`config.mk`:
```
export PLATFORM = sky130hd
export DESIGN_NAME = eeprom_two_wire_slave
export DESIGN_NICKNAME = d
export VERILOG_FILES = /design/src/inc/eeprom_two_wire_pkg.sv /design/src/inc/page_buffer_if.sv /design/src/verilog/page_buffer.sv /design/src/verilog/eeprom_two_wire_slave.sv
export SDC_FILE = /design/constraint.sdc
export NUM_CORES = 1
export LEC_CHECK = 0
export ABC_AREA = 1
export BUFFER_PORTS_ARGS = -buffer_cell sky130_fd_sc_hd__buf_2
export CAP_MARGIN = 20
export CORE_ASPECT_RATIO = 1.5
export CORE_UTILIZATION = 35
export CTS_CLUSTER_DIAMETER = 100
export DETAILED_ROUTE_END_ITERATION = 7
export PLACE_DENSITY = 0.58
export SLEW_MARGIN = 10
export SYNTH_ARGS = -nofsm -noshare
export SYNTH_HDL_FRONTEND = slang
export SYNTH_SLANG_ARGS = --single-unit
```
`constraint.sdc`:
```
create_clock -name clock -period 3.45 [get_ports clock]
set_input_delay 0.345 -clock clock [delete_from_list [all_inputs] [get_ports clock]]
set_output_delay 0.345 -clock clock [all_outputs]
set_load 0.03 [all_outputs]
```
`src/inc/eeprom_two_wire_pkg.sv`:
```
package eeprom_two_wire_pkg;

  // ----------------------------------------
  // timing
  // ----------------------------------------
  localparam int CLOCK_MHZ = 50;
  localparam int WRITE_CYCLE_TIME_US = 10000;
  localparam int WRITE_CYCLE_TIME_LOW_VOLT_US = 20000;
  // microseconds times clock MHz: exact whole cycles, no rounding
  localparam int PROGRAMMING_CYCLE_CYCLES = WRITE_CYCLE_TIME_US * CLOCK_MHZ;
  localparam int PROGRAMMING_CYCLE_LOW_VOLT_CYCLES = WRITE_CYCLE_TIME_LOW_VOLT_US * CLOCK_MHZ;
  localparam int COUNT_WIDTH = 24;

  // ----------------------------------------
  // layout
  // ----------------------------------------
  localparam int ADDRESS_WIDTH = 15;
  localparam int PAGE_INDEX_WIDTH = 6;
  localparam int PAGE_BYTES = 64;
  localparam int WORD_BITS = 8;
  localparam int PIN_COUNT = 5;
  localparam logic [3:0] BIT_COUNT_FULL = 4'h8;
  localparam logic [3:0] TYPE_PATTERN = 4'ha;
  localparam logic [6:0] OTP_ROW = 7'h7f;

  // pin vector positions
  localparam int PIN_SCL = 0;
  localparam int PIN_SDA = 1;
  localparam int PIN_WP = 2;
  localparam int PIN_STRAP_HIGH = 3;
  localparam int PIN_STRAP_LOW = 4;

  typedef enum logic [2:0] {
    ST_STANDBY = 3'b000,
    ST_DEVICE = 3'b001,
    ST_WORD_HIGH = 3'b010,
    ST_WORD_LOW = 3'b011,
    ST_DATA = 3'b100,
    ST_IGNORE = 3'b101,
    ST_PROGRAM = 3'b110
  } phase_type;

  // ----------------------------------------
  // helpers
  // ----------------------------------------
  function automatic logic in_otp_region(input logic [ADDRESS_WIDTH-1:0] address);
    in_otp_region = (address[ADDRESS_WIDTH-1:WORD_BITS] == OTP_ROW);
  endfunction

  function automatic logic [ADDRESS_WIDTH-1:0] page_increment(
      input logic [ADDRESS_WIDTH-1:0] address);
    logic [PAGE_INDEX_WIDTH-1:0] low;
    low = address[PAGE_INDEX_WIDTH-1:0] + 6'h01;
    page_increment = {address[ADDRESS_WIDTH-1:PAGE_INDEX_WIDTH], low};
  endfunction

endpackage

```
`src/inc/page_buffer_if.sv`:
```
`timescale 1ns/1ps
interface page_buffer_if;
  import eeprom_two_wire_pkg::*;
  logic store;
  logic clear;
  logic [PAGE_INDEX_WIDTH-1:0] store_index;
  logic [WORD_BITS-1:0] store_data;
  logic [PAGE_INDEX_WIDTH-1:0] read_index;
  logic [WORD_BITS-1:0] read_data;
  logic read_valid;
  logic any_valid;

  modport writer (
    output store,
    output clear,
    output store_index,
    output store_data,
    output read_index,
    input read_data,
    input read_valid,
    input any_valid
  );

  modport buffer (
    input store,
    input clear,
    input store_index,
    input store_data,
    input read_index,
    output read_data,
    output read_valid,
    output any_valid
  );
endinterface

```
`src/verilog/page_buffer.sv`:
```
`timescale 1ns/1ps
module page_buffer (
  input wire logic clock,
  input wire logic resetn,
  input wire logic clock_enable,
  page_buffer_if.buffer port
);
  import eeprom_two_wire_pkg::*;

  logic [WORD_BITS-1:0] bytes [PAGE_BYTES];
  logic [PAGE_BYTES-1:0] valid;

  // data needs no reset, only its valid mask does
  always_ff @(posedge clock) begin
    if (clock_enable && port.store) begin
      bytes[port.store_index] <= port.store_data;
    end
  end

  always_ff @(posedge clock) begin
    if (!resetn) begin
      valid <= '0;
    end else if (clock_enable) begin
      if (port.clear) begin
        valid <= '0;
      end else if (port.store) begin
        valid[port.store_index] <= 1'b1;
      end
    end
  end

  assign port.read_data = bytes[port.read_index];
  assign port.read_valid = valid[port.read_index];
  assign port.any_valid = |valid;
endmodule

```
`src/verilog/eeprom_two_wire_slave.sv`:
```
`timescale 1ns/1ps
// Behaviour
// - sda change while scl high is read as start or stop, never data
// - falling sda with scl high is start; decoding begins only after it
// - rising sda with scl high is stop; device then falls back to standby, or starts programming if a page is buffered
// - words are 8 bits; device pulls sda low on the ninth clock
// - standby after reset, and after stop once programming is finished
// - first word after start is the device address with 1010 type pattern
// - two address bits must equal the two strap inputs to select device
// - last bit of the device word: one reads, zero writes
// - matching address is acknowledged; mismatch stays silent, returns to standby
// - write protect high inhibits all programming; low lets writes proceed
// - byte write: device word, two address bytes, one data byte, each acknowledged
// - stop after write starts self-timed programming; inputs ignored meanwhile
// - only low six address bits increment per byte; page row held
// - passing page end wraps to first byte of the same page
// - polling gets an acknowledge only once programming is done
// - top 256 bytes become read-only once locked; otherwise ordinary storage
// - locking needs defined strap levels; third strap ignored; check by write-read
// - write protect works whether or not the locked section is enabled
// - programming time is counted from the stop to completion
// - 64-byte pages, 15-bit word address
module eeprom_two_wire_slave #(
  parameter int PROGRAMMING_CYCLE_COUNT = eeprom_two_wire_pkg::PROGRAMMING_CYCLE_CYCLES
) (
  input wire logic clock,
  input wire logic resetn,
  input wire logic clock_enable,
  input wire logic scl_in,
  input wire logic sda_in,
  output logic sda_out,
  output logic sda_oe_n,
  input wire logic strap_select_high,
  input wire logic strap_select_low,
  input wire logic unused_strap_input,
  input wire logic write_protect,
  input wire logic otp_lock_request,
  output logic standby,
  output logic busy,
  output logic otp_locked,
  output logic mem_write_enable,
  output logic [eeprom_two_wire_pkg::ADDRESS_WIDTH-1:0] mem_write_address,
  output logic [eeprom_two_wire_pkg::WORD_BITS-1:0] mem_write_data
);
  import eeprom_two_wire_pkg::*;

  // ----------------------------------------
  // pin synchronisers
  // ----------------------------------------
  logic [PIN_COUNT-1:0] pin_meta;
  logic [PIN_COUNT-1:0] pin_sync;
  logic scl_prev;
  logic sda_prev;
  logic lock_meta;
  logic lock_sync;

  // straps and protect are slow levels, but still two flops before use
  always_ff @(posedge clock) begin
    if (!resetn) begin
      pin_meta <= '1;
      pin_sync <= '1;
      scl_prev <= 1'b1;
      sda_prev <= 1'b1;
      lock_meta <= 1'b0;
      lock_sync <= 1'b0;
    end else if (clock_enable) begin
      pin_meta <= {strap_select_low, strap_select_high, write_protect, sda_in, scl_in};
      pin_sync <= pin_meta;
      scl_prev <= pin_sync[PIN_SCL];
      sda_prev <= pin_sync[PIN_SDA];
      lock_meta <= otp_lock_request;
      lock_sync <= lock_meta;
    end
  end

  // ----------------------------------------
  // bus conditions
  // ----------------------------------------
  wire scl_level = pin_sync[PIN_SCL];
  wire sda_level = pin_sync[PIN_SDA];
  wire protect_level = pin_sync[PIN_WP];
  wire strap_high = pin_sync[PIN_STRAP_HIGH];
  wire strap_low = pin_sync[PIN_STRAP_LOW];
  wire scl_rise = scl_level & ~scl_prev;
  wire scl_fall = ~scl_level & scl_prev;
  // scl must be high on both samples, so an edge on scl never fakes one
  wire start_seen = scl_level & scl_prev & sda_prev & ~sda_level;
  wire stop_seen = scl_level & scl_prev & ~sda_prev & sda_level;

  // ----------------------------------------
  // state
  // ----------------------------------------
  phase_type state;
  phase_type next_state;
  logic ack_phase;
  logic [3:0] bit_count;
  logic [WORD_BITS-1:0] shift_reg;
  logic [WORD_BITS-1:0] address_high;
  logic [ADDRESS_WIDTH-1:0] address;
  logic [COUNT_WIDTH-1:0] program_count;

  page_buffer_if page_port ();

  page_buffer page_store (
    .clock(clock),
    .resetn(resetn),
    .clock_enable(clock_enable),
    .port(page_port.buffer)
  );

  // ----------------------------------------
  // decoding
  // ----------------------------------------
  wire receiving = (state == ST_DEVICE) | (state == ST_WORD_HIGH) |
                   (state == ST_WORD_LOW) | (state == ST_DATA);
  wire bit_taken = receiving & scl_rise & ~ack_phase;
  wire byte_done = receiving & scl_fall & ~ack_phase & (bit_count == BIT_COUNT_FULL);
  // a read word is acknowledged too, so that acknowledge must be let go as well
  wire ack_done = (receiving | (state == ST_IGNORE)) & scl_fall & ack_phase;
  // third strap bit is a don't-care
  wire address_match = (shift_reg[7:4] == TYPE_PATTERN) &
                       (shift_reg[2] == strap_high) & (shift_reg[1] == strap_low);
  wire read_selected = shift_reg[0];
  wire locked_target = otp_locked & in_otp_region(address);
  wire write_allowed = ~protect_level & ~locked_target;
  wire [ADDRESS_WIDTH-1:0] next_address = page_increment(address);
  wire [ADDRESS_WIDTH-1:0] loaded_address =
      {address_high[ADDRESS_WIDTH-WORD_BITS-1:0], shift_reg};
  wire drain_active = (state == ST_PROGRAM) & (program_count < COUNT_WIDTH'(PAGE_BYTES));
  wire program_finish = (state == ST_PROGRAM) &
                        (program_count == COUNT_WIDTH'(PROGRAMMING_CYCLE_COUNT - 1));
  // a new start before stop abandons the unfinished page
  wire abandon = (state != ST_PROGRAM) & start_seen;
  wire in_frame = (state != ST_PROGRAM) & ~start_seen & ~stop_seen;
  wire bus_event = (state != ST_PROGRAM) & (start_seen | stop_seen);
  wire ack_word = (state != ST_DEVICE) | address_match;
  // programming and any bus condition always let go of sda
  wire ack_release = (state == ST_PROGRAM) | start_seen | stop_seen | ack_done;

  assign page_port.store = clock_enable & byte_done & (state == ST_DATA) & write_allowed;
  assign page_port.store_index = address[PAGE_INDEX_WIDTH-1:0];
  assign page_port.store_data = shift_reg;
  assign page_port.clear = clock_enable & (abandon | program_finish);
  assign page_port.read_index = program_count[PAGE_INDEX_WIDTH-1:0];

  // ----------------------------------------
  // next state
  // ----------------------------------------
  // programming outranks any bus condition: pins are ignored until it ends
  always_comb begin
    next_state = state;
    if (state == ST_PROGRAM) begin
      if (program_finish) begin
        next_state = ST_STANDBY;
      end
    end else if (start_seen) begin
      next_state = ST_DEVICE;
    end else if (stop_seen) begin
      if (page_port.any_valid) begin
        next_state = ST_PROGRAM;
      end else begin
        next_state = ST_STANDBY;
      end
    end else if (byte_done) begin
      unique case (state)
        ST_DEVICE: begin
          if (address_match) begin
            // reads are served elsewhere; this end only steps aside
            next_state = read_selected ? ST_IGNORE : ST_WORD_HIGH;
          end else begin
            next_state = ST_STANDBY;
          end
        end
        ST_WORD_HIGH: begin
          next_state = ST_WORD_LOW;
        end
        ST_WORD_LOW: begin
          next_state = ST_DATA;
        end
        ST_DATA, ST_STANDBY, ST_IGNORE, ST_PROGRAM: begin
          next_state = state;
        end
      endcase
    end
  end

  always_ff @(posedge clock) begin
    if (!resetn) begin
      state <= ST_STANDBY;
    end else if (clock_enable) begin
      state <= next_state;
    end
  end

  // ----------------------------------------
  // bit and phase counters
  // ----------------------------------------
  // a start or stop outside programming restarts the count, so a cut frame leaves no half byte
  always_ff @(posedge clock) begin
    if (!resetn) begin
      ack_phase <= 1'b0;
      bit_count <= 4'h0;
    end else if (clock_enable) begin
      if (bus_event) begin
        ack_phase <= 1'b0;
        bit_count <= 4'h0;
      end else if (in_frame && ack_done) begin
        ack_phase <= 1'b0;
        bit_count <= 4'h0;
      end else if (in_frame && byte_done) begin
        ack_phase <= 1'b1;
      end else if (in_frame && bit_taken) begin
        bit_count <= bit_count + 4'h1;
      end
    end
  end

  // ----------------------------------------
  // word assembly
  // ----------------------------------------
  always_ff @(posedge clock) begin
    if (!resetn) begin
      shift_reg <= 8'h00;
    end else if (clock_enable && in_frame && bit_taken) begin
      shift_reg <= {shift_reg[WORD_BITS-2:0], sda_level};
    end
  end

  always_ff @(posedge clock) begin
    if (!resetn) begin
      address_high <= 8'h00;
      address <= 15'h0000;
    end else if (clock_enable && in_frame && byte_done) begin
      if (state == ST_WORD_HIGH) begin
        address_high <= shift_reg;
      end
      if (state == ST_WORD_LOW) begin
        address <= loaded_address;
      end else if (state == ST_DATA) begin
        address <= next_address;
      end
    end
  end

  // ----------------------------------------
  // acknowledge
  // ----------------------------------------
  always_ff @(posedge clock) begin
    if (!resetn) begin
      sda_oe_n <= 1'b1;
    end else if (clock_enable) begin
      if (ack_release) begin
        // released while programming (polling address words get no acknowledge), on start or stop, and when the ack ends
        sda_oe_n <= 1'b1;
      end else if (byte_done && ack_word) begin
        // protected bytes are still acknowledged, just never kept
        sda_oe_n <= 1'b0;
      end
    end
  end

  // ----------------------------------------
  // programming counter
  // ----------------------------------------
  // holds while idle and is zeroed by a stop outside programming, so it cannot wrap into a false finish
  always_ff @(posedge clock) begin
    if (!resetn) begin
      program_count <= '0;
    end else if (clock_enable) begin
      if (state == ST_PROGRAM) begin
        program_count <= program_count + COUNT_WIDTH'(1);
      end else if (stop_seen) begin
        program_count <= '0;
      end
    end
  end

  // ----------------------------------------
  // programming cycle and status
  // ----------------------------------------
  // buffered page is drained in its first cycles; the row is the one last addressed
  always_ff @(posedge clock) begin
    if (!resetn) begin
      mem_write_enable <= 1'b0;
      mem_write_address <= 15'h0000;
      mem_write_data <= 8'h00;
      otp_locked <= 1'b0;
      busy <= 1'b0;
      standby <= 1'b1;
      sda_out <= 1'b0;
    end else if (clock_enable) begin
      mem_write_enable <= drain_active & page_port.read_valid;
      mem_write_address <= {address[ADDRESS_WIDTH-1:PAGE_INDEX_WIDTH], page_port.read_index};
      mem_write_data <= page_port.read_data;
      // lock state lives in flops here, so it does not survive resetn
      if (program_finish && lock_sync) begin
        otp_locked <= 1'b1;
      end
      busy <= (state == ST_PROGRAM) & ~program_finish;
      standby <= (state == ST_STANDBY);
      sda_out <= 1'b0;
    end
  end

endmodule

```
==> reports/qor.txt, run 1 <==
Boundary pin count: 39
Filler Cells Inserted: 7697
GR peak layer: met2
DR DRC count: 0
Worst setup path category: reg2reg
Site Rows: 127
Worst hold stages: 2
Clock Tree Buf Depth: 3
Largest net degree at the start of global routing: 154
Die footprint: 82600 um2
Starting density of the core: 35.5%
Slew headroom: 31.6%
Sequential fraction of the synthesis area: 65.7%
Clock slew at reported path FFs: 70 ps
Arr. time, crit path: 3040 ps
Die height: 352 um
Startpoint Class: flop
Routed len/inst: 19.8 um
Largest fanout on the critical path: 64
Max-capacitance violation count: 0
Highest-count cells in the layout ignoring fill and taps: sky130_fd_sc_hd__nor2_1 (565), sky130_fd_sc_hd__edfxtp_1 (512), sky130_fd_sc_hd__nand2_1 (317)
Slowest cell delay on critical path: 410 ps
Diodes inserted: 0
Chain of cells forming the critical path: inv_1 -> o21ai_0 -> nand2_1 -> nand2_1 -> nor2_1 -> o311ai_4 -> buf_4 -> nor3_1 -> buf_4
Distinct cell type count of the synthesized netlist: 39
Number of H-tree levels: 2
Hold Path Sink: pin_sync[3]
R2R Setup Slk: 750 ps
Chip Width: 235 um
Cell with the biggest individual delay on the critical path: sky130_fd_sc_hd__buf_4
Run status: finished, final reports clean
Syn Nets: 2849
Antenna violations before repair: 0
Total power draw: 15.8 mW
End of the worst register-to-register path: page_store.bytes[4][0]
Transition time at the pin with the least slew margin: 1020 ps
Core region area: 80200 um2
IO buf count: 36
Area share of the largest cell type after synthesis: 53.9%
Most area-hungry cell type in the Yosys netlist: sky130_fd_sc_hd__edfxtp_1
Leakage dissipation: 11.2 nW
Worst hold slack after final layout: 91.0 ps
Worst-skew pair later-pin latency: 640 ps
Min-Delay Path Class: in2reg
Maximum clock skew at final layout: 24.2 ps
Worst Hold Launch: resetn
Wire length of the first global-routing pass: 119000 um
DRT iter0 DRCs: 1839
Finish-stage setup viols: 0
Hold bufs inserted after CTS: 6
Cell total after placement: 3838
Post-detailed-route via-to-cell ratio: 5.16
Final worst path period share: 78.2%
CTS Root Buffer Type: sky130_fd_sc_hd__clkbuf_16
Total number of yosys warnings: 0
DP Area: 30200 um2
Number of failing hold endpoints at the final stage: 0
Multi-input combinational cell area: 8410 um2
Minimum clock period after layout: 2700 ps
Placed wire-length estimate: 47300 um
Final max-slew violation count: 0
Last weighted congestion value of the routability-driven placer: 0.852
TritonCTS buffer count: 58
FMAX: 371 MHz
GR met1 Demand/Resource: 21.9%
Number of non-filler instances in the completed layout: 3952
RSZ-0062 raised after global routing: no
Count of cells along the worst register-to-register path: 9
Total of flip-flops plus latches after synthesis: 680
CTS tree: done
Fraction of final layout cells sized beyond drive strength 1: 9.62%
Largest vdd supply drop: 0.425 mV
Avg Synthesized Cell Area: 10.1 um2
GRT Residual Overflow: 0
Post-synthesis instance area: 28500 um2
Cell types occupying the most area after synthesis: sky130_fd_sc_hd__edfxtp_1 (54%), sky130_fd_sc_hd__dfxtp_1 (12%), sky130_fd_sc_hd__nor2_1 (7.4%)
DR vias: 20.4k
TritonCTS Sinks: 680
Met2 routing resource usage after global routing: 34.5%
Final Cell Area: 32300 um2
Ratio of total power to cell area: 490 nW/um2
Fin Setup TNS: 0 ps
Pre-antenna DRT Iters: 5
Number of nets still failing antenna checks after routing: 0
Final net count: 2886
Post-synthesis to final-layout area growth: 13.2%
Number of global-route vias before repair: 19.7k
Most frequent standard cell in the layout excluding fill and tap cells: sky130_fd_sc_hd__nor2_1
Critical Path End Type: flop
Total routed wirelength: 78300 um
Synth Instances: 2835
Post-CTS setup repair buffer count: 0
Required time reported for the critical path endpoint: 3790 ps
Cells resized by post-CTS repair: 0
Met3 track demand over resource in global routing: 1.72%
Worst reg2reg path startpoint: state[2]
Total Routing Usage GR: 18.7%
Area taken by flip-flops and latches: 18800 um2
-- cell usage after synthesis --
| master | n |
|---|---|
| sky130_fd_sc_hd__nor4_1 | 11 |
| sky130_fd_sc_hd__a211oi_1 | 18 |
| sky130_fd_sc_hd__o311ai_1 | 1 |
| sky130_fd_sc_hd__conb_1 | 1 |
| sky130_fd_sc_hd__dfxtp_1 | 168 |
| sky130_fd_sc_hd__o21a_1 | 2 |
| sky130_fd_sc_hd__buf_1 | 23 |
| sky130_fd_sc_hd__edfxtp_1 | 512 |
| sky130_fd_sc_hd__o21ai_2 | 1 |
| sky130_fd_sc_hd__nor2_1 | 565 |
| sky130_fd_sc_hd__buf_2 | 56 |
| sky130_fd_sc_hd__nand2_1 | 318 |
| sky130_fd_sc_hd__buf_4 | 6 |
| sky130_fd_sc_hd__nor3b_1 | 2 |
| sky130_fd_sc_hd__nor3_1 | 86 |
| sky130_fd_sc_hd__a21oi_2 | 2 |
| sky130_fd_sc_hd__buf_6 | 1 |
| sky130_fd_sc_hd__a22oi_1 | 1 |
| sky130_fd_sc_hd__nand3_2 | 1 |
| sky130_fd_sc_hd__a2111oi_0 | 1 |
| sky130_fd_sc_hd__o21ai_1 | 3 |
| sky130_fd_sc_hd__nand2_2 | 1 |
| sky130_fd_sc_hd__inv_1 | 149 |
| sky130_fd_sc_hd__o211ai_1 | 83 |
| sky130_fd_sc_hd__clkinv_1 | 6 |
| sky130_fd_sc_hd__o21bai_1 | 1 |
| sky130_fd_sc_hd__nand3b_1 | 1 |
| sky130_fd_sc_hd__inv_2 | 6 |
| sky130_fd_sc_hd__o21ai_0 | 299 |
| sky130_fd_sc_hd__a21oi_1 | 132 |
| sky130_fd_sc_hd__ha_1 | 4 |
| sky130_fd_sc_hd__clkbuf_1 | 92 |
| sky130_fd_sc_hd__nor2_4 | 1 |
| sky130_fd_sc_hd__nand3_1 | 246 |
| sky130_fd_sc_hd__a31oi_1 | 1 |
| sky130_fd_sc_hd__xor2_1 | 4 |
| sky130_fd_sc_hd__nand4_1 | 26 |
| sky130_fd_sc_hd__nor2_2 | 1 |
| sky130_fd_sc_hd__nor3_2 | 3 |
-- how the worst max path moves through the flow --
stage | from | end | slack, ps | depth (start not counted)
3_5_place_dp | bit_count[0] | page_store.bytes[4][0] | 730 | 10
2_1_floorplan | bit_count[0] | page_store.bytes[16][0] | 1040 | 10
3_3_place_gp | bit_count[0] | page_store.bytes[4][6] | 790 | 10
5_1_grt | bit_count[0] | page_store.bytes[32][0] | 560 | 10
4_1_cts | bit_count[0] | page_store.bytes[4][0] | 740 | 10
6_report | state[2] | page_store.bytes[4][0] | 750 | 9
-- state kept, by name, indices dropped and copies added, names as in the netlist, 3 cells and up --
name / cells
page_store.bytes: 512
page_store.valid: 64
program_count: 24
address: 15
mem_write_address: 15
mem_write_data: 8
page_port.store_data: 8
address_high: 7
pin_meta: 5
pin_sync: 5
bit_count: 4
state: 3
-- metal layers --
metal	vias to the layer above	routed length, um
met5	-	0
met3	135	3120
met1	9854	31100
met4	0	3520
met2	502	40600
li1	9916	-
-- worst max-delay path: cells and delay by family (launching register included) --
family,cells,cell delay [ps]
simple gates,4,910
buf+inv,3,760
flops,1,360
compound gates,2,340
-- cell type report --
cell class                      count  area share [%]
Sequential cell                   680            58.1
Multi-Input combinational cell   1816            26.1
Clock buffer                       67            4.79
Tap cell                         1032            4.00
Timing Repair Buffer              155            3.76
Inverter                          161            1.89
Clock inverter                     41            1.35
-- through the flow --
stage	setup WS, ps	util, %
after CTS	740	40.2
after floorplan	1040	-
after global placement	789	37.7
after global routing	565	40.2
final	754	40.2
after detailed placement	735	37.7
-- kinds of logic (layout without fill, tap and decap cells) --
logic type / after synthesis / in the layout / synth area share [%]
AOI/OAI and AO/OA: 545 / 545 / 10.6
xor gates and xnor gates: 4 / 4 / 0.123
adders and majority gates: 4 / 4 / 0.176
buffers and inverters: 339 / 424 / 4.82
DFF: 680 / 680 / 65.7
other: 1 / 1 / 0.0132
and+or+nand+nor: 1262 / 1262 / 18.6
-- power by group --
group          internal [mW]  switching [mW]  total (mW)  leakage, nW
sequential              8.72          0.0260        8.74         5.99
clock                   3.77            3.07        6.85        0.986
combinational         0.0592           0.174       0.233         4.17
(Power assumes the default switching activity.)
==> inputs of run 2 (changes only) <==
- clock period: 3.45 -> 2.8 ns (I/O delays scaled with it)
==> reports/qor.txt, run 2 (synthesis gave the netlist of run 1 again) <==
Run status: finished, final reports clean
RSZ-0062 raised after global routing: no
Required time reported for the critical path endpoint: 3130 ps
Most flop-heavy register: page_store.bytes
Number of failing hold endpoints at the final stage: 0
Finish-stage setup viols: 0
Delay-heaviest family, CP: simple AND/OR/NAND/NOR gates
Last weighted congestion value of the routability-driven placer: 0.842
WP buf/inv: 4
Largest vdd supply drop: 0.538 mV
Post-synthesis to final-layout area growth: 13.7%
Number of nets still failing antenna checks after routing: 0
Final max-slew violation count: 0
Number of global-route vias before repair: 19.7k
Boundary pin count: 39
Clock slew at reported path FFs: 70 ps
Core region area: 80200 um2
IO buf count: 36
Arr. time, crit path: 2780 ps
Starting density of the core: 35.5%
Total Routing Usage GR: 18.7%
DR DRC count: 0
Antenna violations before repair: 0
Wire length of the first global-routing pass: 119000 um
Count of cells along the worst register-to-register path: 10
Cell total after placement: 3860
Diodes inserted: 0
GRT Residual Overflow: 0
FMAX: 409 MHz
TritonCTS buffer count: 58
Final worst path period share: 87.3%
Transition time at the pin with the least slew margin: 1050 ps
Total power draw: 19.2 mW
Largest registers: page_store.bytes x512, page_store.valid x64, program_count x24
Pre-antenna DRT Iters: 5
Largest net degree at the start of global routing: 85
Fin Setup TNS: 0 ps
Die height: 352 um
Area taken by flip-flops and latches: 18800 um2
Slowest cell delay on critical path: 410 ps
Total stage count of the critical path: 10
Ratio of total power to cell area: 591 nW/um2
Placed wire-length estimate: 46800 um
Chip Width: 235 um
Final Cell Area: 32400 um2
Highest-count cells in the layout ignoring fill and taps: sky130_fd_sc_hd__nor2_1 (565), sky130_fd_sc_hd__edfxtp_1 (512), sky130_fd_sc_hd__nand2_1 (317)
Worst setup path category: reg2reg
DP Area: 30500 um2
Cells resized by post-CTS repair: 0
R2R Setup Slk: 360 ps
Maximum clock skew at final layout: 13.9 ps
TritonCTS Sinks: 680
Clock Tree Buf Depth: 3
Hold Path Sink: program_count[0]
Post-Place Setup Slack: 403 ps
DRT iter0 DRCs: 1625
Min-Delay Path Class: in2reg
CTS Root Buffer Type: sky130_fd_sc_hd__clkbuf_16
Largest fanout on the critical path: 65
Cell with the biggest individual delay on the critical path: sky130_fd_sc_hd__nor2_1
Routed len/inst: 19.7 um
CTS tree: done
Chain of cells forming the critical path: inv_1 -> ha_1 -> inv_1 -> nor2_1 -> nand4_1 -> nor2_1 -> o311ai_4 -> buf_12 -> nor3_1 -> buf_4
DR vias: 20.6k
Critical Path End Type: flop
Most frequent standard cell in the layout excluding fill and tap cells: sky130_fd_sc_hd__nor2_1
Site Rows: 127
Fraction of final layout cells sized beyond drive strength 1: 9.96%
Number of non-filler instances in the completed layout: 3975
Filler Cells Inserted: 7676
Multi-input combinational cell area: 8410 um2
Startpoint Class: flop
Total routed wirelength: 78500 um
Worst reg2reg path startpoint: bit_count[0]
Worst-skew pair later-pin latency: 610 ps
Largest register FFs: 512
Final net count: 2908
Post-detailed-route via-to-cell ratio: 5.19
Max-capacitance violation count: 0
Post-CTS setup repair buffer count: 0
Worst setup slack after layout: 355 ps
Slew headroom: 29.7%
Worst hold stages: 2
End of the worst register-to-register path: page_store.bytes[21][1]
Die footprint: 82600 um2
Minimum clock period after layout: 2440 ps
Worst Hold Launch: clock_enable
Number of H-tree levels: 2
Leakage dissipation: 11.3 nW
==> run 2: cell types whose count changed in the layout (fill, tap and decap cells not counted), moves of 2 or more <==
cell	before	now
sky130_fd_sc_hd__buf_12	10	16
sky130_fd_sc_hd__buf_4	103	119
sky130_fd_sc_hd__bufinv_16	7	5
sky130_fd_sc_hd__clkbuf_1	4	6
sky130_fd_sc_hd__clkbuf_16	59	61
sky130_fd_sc_hd__clkbuf_8	4	2
sky130_fd_sc_hd__clkinv_1	9	18
sky130_fd_sc_hd__clkinv_4	4	1
sky130_fd_sc_hd__inv_6	8	1
==> run 2: repair_timing <==
| item | 4_1_cts | 5_1_grt |
|---|---|---|
| endpoints found under the hold margin | 6 | 0 |
| hold buffers | 6 | 0 |
| endpoints found under the setup margin | 0 | 0 |
==> run 2: metal layers <==
| layer | part of all wire, % | track usage (%) | wire [um] | vias up |
|---|---|---|---|---|
| li1 | - | - | - | 9975 |
| met2 | 51 | 34.2 | 40300 | 618 |
| met1 | 39 | 21.9 | 30700 | 9876 |
| met5 | 0 | 0 | 0 | - |
| met3 | 4.6 | 1.70 | 3650 | 152 |
| met4 | 4.8 | 9.40 | 3770 | 0 |
==> run 2: layout make-up <==
type	instances	share of cell area [%]
clock buffers	70	4.88
well taps	1032	3.98
repair buffers	177	4.48
inverters	161	1.88
multi-input cells	1816	25.9
clock inverters	39	0.965
flip-flops and latches	680	57.9
==> run 2: worst max-delay path by stage <==
| stage | end | startpoint |
|---|---|---|
| after CTS | page_store.bytes[6][6] | bit_count[0] |
| after detailed placement | page_store.bytes[6][6] | bit_count[0] |
| after global routing | page_store.bytes[39][2] | bit_count[0] |
| after global placement | page_store.bytes[21][0] | bit_count[0] |
| after floorplan | page_store.bytes[16][0] | bit_count[0] |
| final | page_store.bytes[21][1] | bit_count[0] |
==> run 2: worst register-to-register path, delay by kind of cell, from the launching register on <==
| kind | cells | cell delay (ps) |
|---|---|---|
| buffers and inverters | 4 | 550 |
| DFF | 1 | 350 |
| adders and majority gates | 1 | 130 |
| AOI/OAI and AO/OA | 1 | 190 |
| and+or+nand+nor | 4 | 960 |
==> run 2: where the power goes <==
| part | internal (mW) | leakage (nW) | switching (mW) |
|---|---|---|---|
| registers | 10.7 | 5.99 | 0.0261 |
| clock network | 4.47 | 0.946 | 3.62 |
| logic | 0.0755 | 4.31 | 0.218 |
| total | 15.3 | 11.3 | 3.86 |
==> run 2: through the flow <==
step / hold slack, ps / utilization (%)
global placement: 440 / 38.0
finish: 33.1 / 40.4
detailed placement: 448 / 38.0
floorplan: 406 / -
CTS: 14.8 / 40.4
global route: 37.1 / 40.4
